`src/rfi_pkg.sv`:
```
// shared constants and carrier types for the receiver flag and interrupt block
package rfi_pkg;
    // ==========================================================
    // register indices (byte address is four times the index)
    localparam logic [5:0] RFI_IDX_SYNC_CFG = 6'h29;
    localparam logic [5:0] RFI_IDX_MASK_A = 6'h2a;
    localparam logic [5:0] RFI_IDX_MASK_B = 6'h2b;
    localparam logic [5:0] RFI_IDX_STAT_A = 6'h2c;
    localparam logic [5:0] RFI_IDX_STAT_B = 6'h2d;
    localparam logic [5:0] RFI_IDX_POL_LVL = 6'h2e;
    localparam logic [5:0] RFI_IDX_FMT = 6'h2f;
    // ==========================================================
    // reset values
    localparam logic [7:0] RFI_RST_SYNC_CFG = 8'h0c;
    localparam logic [7:0] RFI_RST_MASK = 8'hff;
    localparam logic [7:0] RFI_RST_POL_LVL = 8'h00;
    localparam logic [2:0] RFI_RST_FMT = 3'h4;
    // ==========================================================
    // field positions
    localparam int RFI_SYNC16_BIT = 3;
    localparam int RFI_SYNC14_BIT = 2;
    localparam int RFI_PERIOD_LSB = 0;
    localparam int RFI_POL_B_BIT = 6;
    localparam int RFI_THR_LSB = 3;
    localparam int RFI_POL_A_BIT = 2;
    localparam int RFI_C_ERROR = 7;
    localparam int RFI_C_NONPCM = 6;
    localparam int RFI_C_EMPH = 5;
    localparam int RFI_C_SYNC = 4;
    localparam int RFI_C_CHSTAT = 3;
    localparam int RFI_C_PREAMBLE = 2;
    localparam int RFI_C_RATE = 1;
    localparam int RFI_C_ADC = 0;
    // ==========================================================
    // output format codes
    localparam logic [2:0] RFI_FMT_RJ24 = 3'h0;
    localparam logic [2:0] RFI_FMT_RJ16 = 3'h3;
    localparam logic [2:0] RFI_FMT_I2S24 = 3'h4;
    localparam logic [2:0] RFI_FMT_LJ24 = 3'h5;
    // adc level thresholds, attenuation below full scale in dB
    localparam logic [6:0] RFI_THR_DB0 = 7'h0c;
    localparam logic [6:0] RFI_THR_DB1 = 7'h18;
    localparam logic [6:0] RFI_THR_DB2 = 7'h24;
    localparam logic [6:0] RFI_THR_DB3 = 7'h30;
    // ==========================================================
    // flags arriving from the receiver core, same clock
    typedef struct packed {
        logic [5:0] err_factor;
        logic [5:0] err_enable;
        logic nonpcm;
        logic emphasis;
        logic sync16_hit;
        logic sync14_hit;
        logic period_tick;
        logic chstat_renew;
        logic preamble_renew;
        logic rate_renew;
    } rfi_rx_flags_s;
    typedef enum {RFI_BUS_IDLE, RFI_BUS_ANSWER} rfi_bus_e;
endpackage

```
`src/rfi_sync_det.sv`:
```
// compressed-audio sync word detection over a selectable number of periods
`timescale 1ns/1ps
`default_nettype none
module rfi_sync_det (
    input wire logic clk,
    input wire logic rst_n,
    input wire logic sync16_enable,
    input wire logic sync14_enable,
    input wire logic [1:0] sync_period_sel,
    input wire logic sync16_hit,
    input wire logic sync14_hit,
    input wire logic period_tick,
    output logic detected
);
    import rfi_pkg::*;
    logic hit;
    logic seen;
    logic [2:0] run;
    logic [2:0] next_run;

    function automatic logic [2:0] need_periods(input logic [1:0] sel);
        case (sel)
            2'h1: need_periods = 3'h1;
            2'h2: need_periods = 3'h2;
            default: need_periods = 3'h4;
        endcase
    endfunction

    // ==========================================================
    // pattern selection
    assign hit = (sync16_enable & sync16_hit) | (sync14_enable & sync14_hit);
    assign next_run = (run == 3'h4) ? run : run + 3'h1;

    always_ff @(posedge clk or negedge rst_n) begin
        if (!rst_n) begin
            seen <= 1'b0;
        end else if (period_tick) begin
            seen <= 1'b0;
        end else if (hit) begin
            seen <= 1'b1;
        end
    end

    // a period without a sync word breaks the run and drops detection
    always_ff @(posedge clk or negedge rst_n) begin
        if (!rst_n) begin
            run <= 3'h0;
            detected <= 1'b0;
        end else if (period_tick) begin
            if (seen | hit) begin
                run <= next_run;
                if (sync_period_sel != 2'h0 && next_run >= need_periods(sync_period_sel)) begin
                    detected <= 1'b1;
                end
            end else begin
                run <= 3'h0;
                detected <= 1'b0;
            end
        end else if (hit && sync_period_sel == 2'h0) begin
            detected <= 1'b1;
        end
    end
endmodule // rfi_sync_det
`default_nettype wire

```
`src/rfi_top.sv`:
```
// receiver flag and interrupt block with its register slave
//
// Summary of operation
// - 16-bit sync pattern used only when enabled
// - 14-bit sync pattern used only when enabled
// - period code sets needed sync recurrences
// - sync flag reaches pins only when enabled
// - seven causes masked per bit on output a
// - output b adds adc level cause, masked
// - status a read clears output a, bit0 zero
// - status b read clears output b
// - error bit shows selected error conditions
// - non-pcm bit shows configured non-pcm state
// - emphasis bit follows channel status emphasis
// - channel status renewal detected sets bit
// - burst preamble renewal detected sets bit
// - rate calculator renewal sets bit
// - threshold code selects adc level
// - adc bit set when level reaches threshold
// - output a polarity, low active by default
// - output b polarity, low active by default
// - format code selects receiver output format
// - sixteen-bit right-justified code; reserved codes refused
// - error is OR of enabled factors
`timescale 1ns/1ps
`default_nettype none
module rfi_top (
    input wire logic clk,
    input wire logic rst_n,
    input wire logic [7:0] avs_address,
    input wire logic avs_read,
    input wire logic avs_write,
    input wire logic [3:0] avs_byteenable,
    input wire logic [31:0] avs_writedata,
    output logic [31:0] avs_readdata,
    output logic avs_waitrequest,
    input wire rfi_pkg::rfi_rx_flags_s rx_flags,
    input wire logic [6:0] adc_level_db,
    input wire logic compressed_detect_enable,
    output logic irq_out_a,
    output logic irq_out_b,
    output logic multipurpose_out,
    output logic [2:0] rx_output_format
);
    import rfi_pkg::*;

    // ==========================================================
    // registers
    logic [7:0] sync_word_detect_cfg;
    logic [6:0] irq0_cause_mask;
    logic [7:0] irq1_cause_mask;
    logic [7:0] irq_polarity_level_cfg;
    logic [7:0] lat_a;
    logic [7:0] lat_b;
    logic pend_a;
    logic pend_b;
    rfi_bus_e bus_state;

    // ==========================================================
    // decode helpers
    function automatic logic fmt_valid(input logic [2:0] code);
        fmt_valid = (code == RFI_FMT_RJ24) || (code == RFI_FMT_RJ16) ||
                    (code == RFI_FMT_I2S24) || (code == RFI_FMT_LJ24);
    endfunction

    function automatic logic [6:0] thr_db(input logic [1:0] sel);
        case (sel)
            2'h0: thr_db = RFI_THR_DB0;
            2'h1: thr_db = RFI_THR_DB1;
            2'h2: thr_db = RFI_THR_DB2;
            default: thr_db = RFI_THR_DB3;
        endcase
    endfunction

    function automatic logic hit_idx(input logic [7:0] addr, input logic [5:0] idx);
        hit_idx = (addr[7:2] == idx);
    endfunction

    // ==========================================================
    // bus request decode
    logic req;
    logic take;
    logic rd_take;
    logic wr_take;
    logic rd_clear_a;
    logic rd_clear_b;
    logic [7:0] wbyte;

    assign req = avs_read | avs_write;
    assign take = req && bus_state == RFI_BUS_IDLE;
    assign rd_take = take & avs_read;
    assign wr_take = take & avs_write & avs_byteenable[0];
    assign rd_clear_a = rd_take & hit_idx(avs_address, RFI_IDX_STAT_A);
    assign rd_clear_b = rd_take & hit_idx(avs_address, RFI_IDX_STAT_B);
    assign wbyte = avs_writedata[7:0];

    // ==========================================================
    // sync detection
    logic sync_detected;
    logic sync_flag;

    rfi_sync_det u_sync (
        .clk(clk),
        .rst_n(rst_n),
        .sync16_enable(sync_word_detect_cfg[RFI_SYNC16_BIT]),
        .sync14_enable(sync_word_detect_cfg[RFI_SYNC14_BIT]),
        .sync_period_sel(sync_word_detect_cfg[RFI_PERIOD_LSB +: 2]),
        .sync16_hit(rx_flags.sync16_hit),
        .sync14_hit(rx_flags.sync14_hit),
        .period_tick(rx_flags.period_tick),
        .detected(sync_detected)
    );

    // detection is hidden from pins and causes until enabled
    assign sync_flag = sync_detected & compressed_detect_enable;

    // ==========================================================
    // cause levels and events
    logic err_now;
    logic adc_now;
    logic [7:0] lvl;
    logic [7:0] lvl_q;
    logic [7:0] ev;

    assign err_now = |(rx_flags.err_factor & rx_flags.err_enable);
    assign adc_now = adc_level_db <= thr_db(irq_polarity_level_cfg[RFI_THR_LSB +: 2]);

    always_comb begin
        lvl = 8'h00;
        lvl[RFI_C_ERROR] = err_now;
        lvl[RFI_C_NONPCM] = rx_flags.nonpcm;
        lvl[RFI_C_EMPH] = rx_flags.emphasis;
        lvl[RFI_C_SYNC] = sync_flag;
        lvl[RFI_C_ADC] = adc_now;
    end

    always_ff @(posedge clk or negedge rst_n) begin
        if (!rst_n) begin
            lvl_q <= 8'h00;
        end else begin
            lvl_q <= lvl;
        end
    end

    // levels raise an event on their rising edge so a read can release the pin
    always_comb begin
        ev = lvl & ~lvl_q;
        ev[RFI_C_CHSTAT] = rx_flags.chstat_renew;
        ev[RFI_C_PREAMBLE] = rx_flags.preamble_renew;
        ev[RFI_C_RATE] = rx_flags.rate_renew;
    end

    // ==========================================================
    // masking
    logic [7:0] mask_a;
    logic [7:0] ev_a;
    logic [7:0] ev_b;

    // bit 0 of the first mask has no cause and stays masked
    assign mask_a = {irq0_cause_mask, 1'b1};
    assign ev_a = ev & ~mask_a;
    assign ev_b = ev & ~irq1_cause_mask;

    // ==========================================================
    // sticky status, set wins over the read clear
    always_ff @(posedge clk or negedge rst_n) begin
        if (!rst_n) begin
            lat_a <= 8'h00;
        end else begin
            lat_a <= (rd_clear_a ? 8'h00 : lat_a) | (ev & 8'hfe);
        end
    end

    always_ff @(posedge clk or negedge rst_n) begin
        if (!rst_n) begin
            lat_b <= 8'h00;
        end else begin
            lat_b <= (rd_clear_b ? 8'h00 : lat_b) | ev;
        end
    end

    // ==========================================================
    // pending interrupt state
    always_ff @(posedge clk or negedge rst_n) begin
        if (!rst_n) begin
            pend_a <= 1'b0;
        end else if (|ev_a) begin
            pend_a <= 1'b1;
        end else if (rd_clear_a) begin
            pend_a <= 1'b0;
        end
    end

    always_ff @(posedge clk or negedge rst_n) begin
        if (!rst_n) begin
            pend_b <= 1'b0;
        end else if (|ev_b) begin
            pend_b <= 1'b1;
        end else if (rd_clear_b) begin
            pend_b <= 1'b0;
        end
    end

    // ==========================================================
    // pins
    always_ff @(posedge clk or negedge rst_n) begin
        if (!rst_n) begin
            irq_out_a <= 1'b1;
            irq_out_b <= 1'b1;
            multipurpose_out <= 1'b0;
        end else begin
            irq_out_a <= irq_polarity_level_cfg[RFI_POL_A_BIT] ? pend_a : ~pend_a;
            irq_out_b <= irq_polarity_level_cfg[RFI_POL_B_BIT] ? pend_b : ~pend_b;
            multipurpose_out <= sync_flag;
        end
    end

    // ==========================================================
    // register writes
    always_ff @(posedge clk or negedge rst_n) begin
        if (!rst_n) begin
            sync_word_detect_cfg <= RFI_RST_SYNC_CFG;
        end else if (wr_take && hit_idx(avs_address, RFI_IDX_SYNC_CFG)) begin
            sync_word_detect_cfg <= wbyte & 8'h0f;
        end
    end

    always_ff @(posedge clk or negedge rst_n) begin
        if (!rst_n) begin
            irq0_cause_mask <= RFI_RST_MASK[7:1];
            irq1_cause_mask <= RFI_RST_MASK;
        end else if (wr_take) begin
            if (hit_idx(avs_address, RFI_IDX_MASK_A)) begin
                irq0_cause_mask <= wbyte[7:1];
            end
            if (hit_idx(avs_address, RFI_IDX_MASK_B)) begin
                irq1_cause_mask <= wbyte;
            end
        end
    end

    always_ff @(posedge clk or negedge rst_n) begin
        if (!rst_n) begin
            irq_polarity_level_cfg <= RFI_RST_POL_LVL;
        end else if (wr_take && hit_idx(avs_address, RFI_IDX_POL_LVL)) begin
            irq_polarity_level_cfg <= wbyte & 8'h5c;
        end
    end

    // reserved codes would leave the serial port in an undefined format
    always_ff @(posedge clk or negedge rst_n) begin
        if (!rst_n) begin
            rx_output_format <= RFI_RST_FMT;
        end else if (wr_take && hit_idx(avs_address, RFI_IDX_FMT) && fmt_valid(wbyte[2:0])) begin
            rx_output_format <= wbyte[2:0];
        end
    end

    // ==========================================================
    // read mux
    logic [7:0] rd_byte;

    always_comb begin
        rd_byte = 8'h00;
        case (avs_address[7:2])
            RFI_IDX_SYNC_CFG: rd_byte = sync_word_detect_cfg;
            RFI_IDX_MASK_A: rd_byte = mask_a;
            RFI_IDX_MASK_B: rd_byte = irq1_cause_mask;
            RFI_IDX_STAT_A: rd_byte = (lat_a | lvl) & 8'hfe;
            RFI_IDX_STAT_B: rd_byte = lat_b | lvl;
            RFI_IDX_POL_LVL: rd_byte = irq_polarity_level_cfg;
            RFI_IDX_FMT: rd_byte = {5'h00, rx_output_format};
            default: rd_byte = 8'h00;
        endcase
    end

    // ==========================================================
    // bus handshake: one wait cycle, answer on the second edge
    always_ff @(posedge clk or negedge rst_n) begin
        if (!rst_n) begin
            bus_state <= RFI_BUS_IDLE;
            avs_waitrequest <= 1'b1;
            avs_readdata <= 32'h0000_0000;
        end else begin
            case (bus_state)
                RFI_BUS_IDLE: begin
                    if (req) begin
                        bus_state <= RFI_BUS_ANSWER;
                        avs_waitrequest <= 1'b0;
                        avs_readdata <= avs_read ? {24'h00_0000, rd_byte} : 32'h0000_0000;
                    end
                end
                RFI_BUS_ANSWER: begin
                    bus_state <= RFI_BUS_IDLE;
                    avs_waitrequest <= 1'b1;
                end
                default: begin
                    bus_state <= RFI_BUS_IDLE;
                    avs_waitrequest <= 1'b1;
                end
            endcase
        end
    end
endmodule // rfi_top
`default_nettype wire

```
`config.mk`:
```
export PLATFORM = sky130hd
export DESIGN_NAME = rfi_top
export DESIGN_NICKNAME = d
export VERILOG_FILES = /design/src/rfi_pkg.sv /design/src/rfi_sync_det.sv /design/src/rfi_top.sv
export SDC_FILE = /design/constraint.sdc
export NUM_CORES = 1
export LEC_CHECK = 0
export BUFFER_PORTS_ARGS = -buffer_cell sky130_fd_sc_hd__clkbuf_2
export CAP_MARGIN = 20
export CORE_MARGIN = 2
export CORE_UTILIZATION = 28
export CTS_BUF_LIST = sky130_fd_sc_hd__clkbuf_2
export CTS_CLUSTER_DIAMETER = 200
export CTS_CLUSTER_SIZE = 8
export DETAILED_ROUTE_END_ITERATION = 7
export SKIP_LAST_GASP = 1
export SYNTH_ARGS = -nofsm -noshare
export SYNTH_HDL_FRONTEND = slang
export SYNTH_SLANG_ARGS = --single-unit
```
`constraint.sdc`:
```
create_clock -name clk -period 4.9 [get_ports clk]
set_input_delay 0.245 -clock clk [delete_from_list [all_inputs] [get_ports clk]]
set_output_delay 0.245 -clock clk [all_outputs]
set_load 0.05 [all_outputs]
```
==> impl_metrics.py <==
metrics = {
    "critical_path": {
        "crit_family": "simple AND/OR/NAND/NOR gates",
        "critPathLaunch": "u_sync.run[0]$_DFFE_PN0P_",
        "reg2reg_from": "u_sync.run[0]$_DFFE_PN0P_",
        "path_buf_inv": 1,
        "startpoint_type": "flop",
        "arrival_ns": 2.54,
        "critical_path.most_common_cell": "ha_1",
        "crit_required_ns": 5.33,
        "crit_cells": 10,
        "crit_chain": "inv_1 -> ha_1 -> nand2_1 -> xnor2_1 -> ha_1 -> nand2b_1 -> a21o_1 -> a21oi_1 -> or3b_2 -> a22oi_1",
        "reg2regPathDepth": 10,
        "slowest_delay_ns": 0.45,
        "crit_path_end_kind": "flop",
        "crit_fanout": 3,
        "cp_slowest_cell": "dfrtp_1",
        "crit_type": "flop to flop",
    },
    "detailed_routing": {
        "wirelength_mm": 8.13,
        "met2_length_mm": 3.67,
        "drt_iter0_drc": 118,
        "wl_per_cell_um": 14.4,
        "met3_length_um": 548,
        "drc": 0,
        "wl_met1_mm": 3.83,
        "dr.pass1.iters": 5,
        "top_layer_used": "met4",
        "vias_per_cell": 4.57,
        "vias": 2583,
        "ant_nets": 0,
    },
    "finish": {
        "fin_util_pct": 34.1,
        "diodes": 0,
        "final_nets": 480,
        "final_area_um2": 4110,
        "layout_commonest_cell": "clkbuf_2",
        "final_cell_mix": "clkbuf_2, dfrtp_1, nand2_1",
        "area_growth_pct": 18.1,
        "drive_above_1_share_pct": 35.0,
    },
    "placed_design": {
        "globalplace.congestion": 0.779,
        "dp_hpwl_mm": 6.14,
        "port_buffers": 61,
        "placed_cell_area_um2": 3840,
    },
    "sta": {
        "rsz0062_at_grt": "false",
        "setup_viol": 0,
        "post-route-min-period_ns": 2.10,
        "max-slew-margin-rel_pct": 44.8,
        "fmax_mhz": 475,
        "drv_slew": 0,
        "clock-skew-final_ns": 0.0248,
        "min_period_over_period_pct": 42.9,
        "final-hold-violation-count": 0,
        "finalSetupTns_ns": 0,
        "tightestPinTransition_ns": 0.828,
    },
    "die": {
        "die_h_um": 115,
        "die-area_um2": 13300,
        "coreArea_um2": 12100,
        "start_util_pct": 28.8,
        "fp-row-count": 40,
        "io_pins": 115,
        "die_w_um": 115,
    },
    "worst_hold_path": {
        "hold-path-cell-count": 3,
        "hp-class": "primary input to flop",
        "min_from": "rx_flags[11]",
    },
    "synthesis": {
        "synthCells": 316,
        "synth_edf_count": 0,
        "async_flop_share_pct": 100,
        "yosys_warnings": 0,
        "syn-cell-area_um2": 3480,
        "syn_area_per_cell_um2": 11.0,
        "synth_ff_type": "dfrtp_1",
        "synth.distinct_cells": 51,
        "ys_ff_latch": 65,
        "yosysSeqAreaShare_pct": 47.5,
    },
    "clock_network": {
        "clock_sinks": 65,
        "clockBufferDepth": 2,
        "cts_root_buf": "clkbuf_2",
        "cts_inserted_buffers": 9,
        "clkLatencyLatePin_ns": 0.51,
        "clkTransAtPathRegs_ns": 0.18,
        "htreeDepth": 3,
        "cts_resized": 0,
        "tritoncts": "built",
    },
    "global_routing": {
        "grt_usage_pct": 13.0,
        "grt_first_pass_wirelength_mm": 13.4,
        "grt_max_degree": 66,
        "antenna_found_initial": 0,
        "grt_pass1_vias": 2568,
        "overflow": 0,
    },
    "pwr": {
        "peakVddDrop_mv": 0.0952,
        "total_power_mw": 1.19,
        "clock_power_share_pct": 30.6,
        "p_sw_mw": 0.367,
        "combPwrFrac_pct": 18.6,
        "internal-power_mw": 0.818,
        "p_leak_nw": 1.93,
        "p_seq_share_pct": 50.9,
        "p_sw_share_pct": 31.0,
        "power.density_nw_per_um2": 288,
    },
    "outcome": {
        "outcome": "finished clean",
    },
    "run": {
        "maxCapViolCount": 0,
    },
}
## sequential cells by signal (all words and copies together), names as in the netlist
| name | flops |
|---|---|
| irq_polarity_level_cfg | 4 |
| irq_out_a | 1 |
| avs_waitrequest | 1 |
| pend_b | 1 |
| u_sync.detected | 1 |
| irq1_cause_mask | 8 |
| lat_a | 7 |
| avs_readdata | 8 |
| pend_a | 1 |
| sync_word_detect_cfg | 4 |
| lvl_q | 5 |
| bus_state | 1 |
| irq0_cause_mask | 7 |
| rx_output_format | 3 |
| u_sync.run | 3 |
| lat_b | 8 |
| u_sync.seen | 1 |
| irq_out_b | 1 |
## power groups by stage
stage | Clock (mW) | Combinational, mW | Sequential, mW
global route | 0.397 | 0.243 | 0.607
floorplan | 0 | 0.150 | 0.623
finish | 0.362 | 0.220 | 0.603
CTS | 0.370 | 0.222 | 0.602
detailed placement | 0 | 0.212 | 0.612
global placement | 0 | 0.207 | 0.610
## final timing paths
path                                                         end  slack (ns)
max                                  u_sync.detected$_DFFE_PN0P_        2.80
min                                           lvl_q[7]$_DFF_PN0_        0.05
max reg2reg                          u_sync.detected$_DFFE_PN0P_        2.80
min reg2reg                                  irq_out_b$_DFF_PN1_        0.49
max in group asynchronous  irq_polarity_level_cfg[6]$_DFFE_PN0P_        3.91
min in group asynchronous                     lat_a[5]$_DFF_PN0_        0.43
## through the flow
| stage | std cells | hold slack [ns] | setup slack, ns |
|---|---|---|---|
| after global placement | 535 | 0.391 | 2.84 |
| after detailed placement | 535 | 0.394 | 2.81 |
| after global routing | 565 | 0.0422 | 2.61 |
| after CTS | 565 | 0.00970 | 2.76 |
| final | 565 | 0.0499 | 2.80 |
| after floorplan | 339 | -0.0506 | 2.97 |
## synth_stat cells, types with 3 or more instances
cell type  instances  area (um^2)
ha_1              12          150
nor2_1            19         71.3
o22ai_1            4         25.0
clkbuf_1           3         11.3
xnor2_1            4         35.0
and3_1             3         18.8
buf_4             26          195
o21ai_0           12         60.1
dfstp_2           21          552
a22oi_1            8         60.1
nand2b_1           7         43.8
buf_6              3         33.8
mux2_2            28          315
dfrtp_1           44         1100
nand2_1           37          139
nand3_1            4         20.0
inv_1             17         63.8
a21o_1             5         37.5
a21oi_1            8         40.0
o221ai_1           5         43.8
nor2b_1            6         37.5
## cells by family (layout without fill, tap and decap cells)
| family | count (synthesis) | in the layout | share of synthesized area (%) |
|---|---|---|---|
| mux | 32 | 32 | 10.9 |
| other cells | 1 | 24 | 0.108 |
| simple gates | 93 | 93 | 14.9 |
| fa+ha+maj | 12 | 12 | 4.31 |
| compound gates | 58 | 58 | 12.2 |
| xor+xnor | 4 | 4 | 1.01 |
| flops | 65 | 65 | 47.5 |
| buf+inv | 51 | 109 | 9.03 |
## repair_timing
item,CTS,global route
hold buffers,14,0
buffers inserted,0,0
endpoints found under the setup margin,0,0
endpoints found under the hold margin,67,0
## layer usage
metal,track usage [%],vias to the layer above
li1,-,1222
met5,0,-
met2,20.1,91
met3,2.98,8
met4,5.14,0
met1,17.9,1262
## cell type report
type,count,area (um^2)
fill,1245,7950
sequential,65,1650
multi-input combinational,223,1600
timing repair buffer,76,453
tap,168,210
clock inverter,7,85.1
inverter,17,63.8
clock buffer,9,45.0
## worst reg2reg max path: stages (launching register included)
cell,delay (ns)
dfrtp_1,0.45
inv_1,0.08
ha_1,0.16
nand2_1,0.07
xnor2_1,0.15
ha_1,0.29
nand2b_1,0.09
a21o_1,0.12
a21oi_1,0.06
or3b_2,0.43
a22oi_1,0.15
Note: power is estimated with default switching activity, not from simulation.
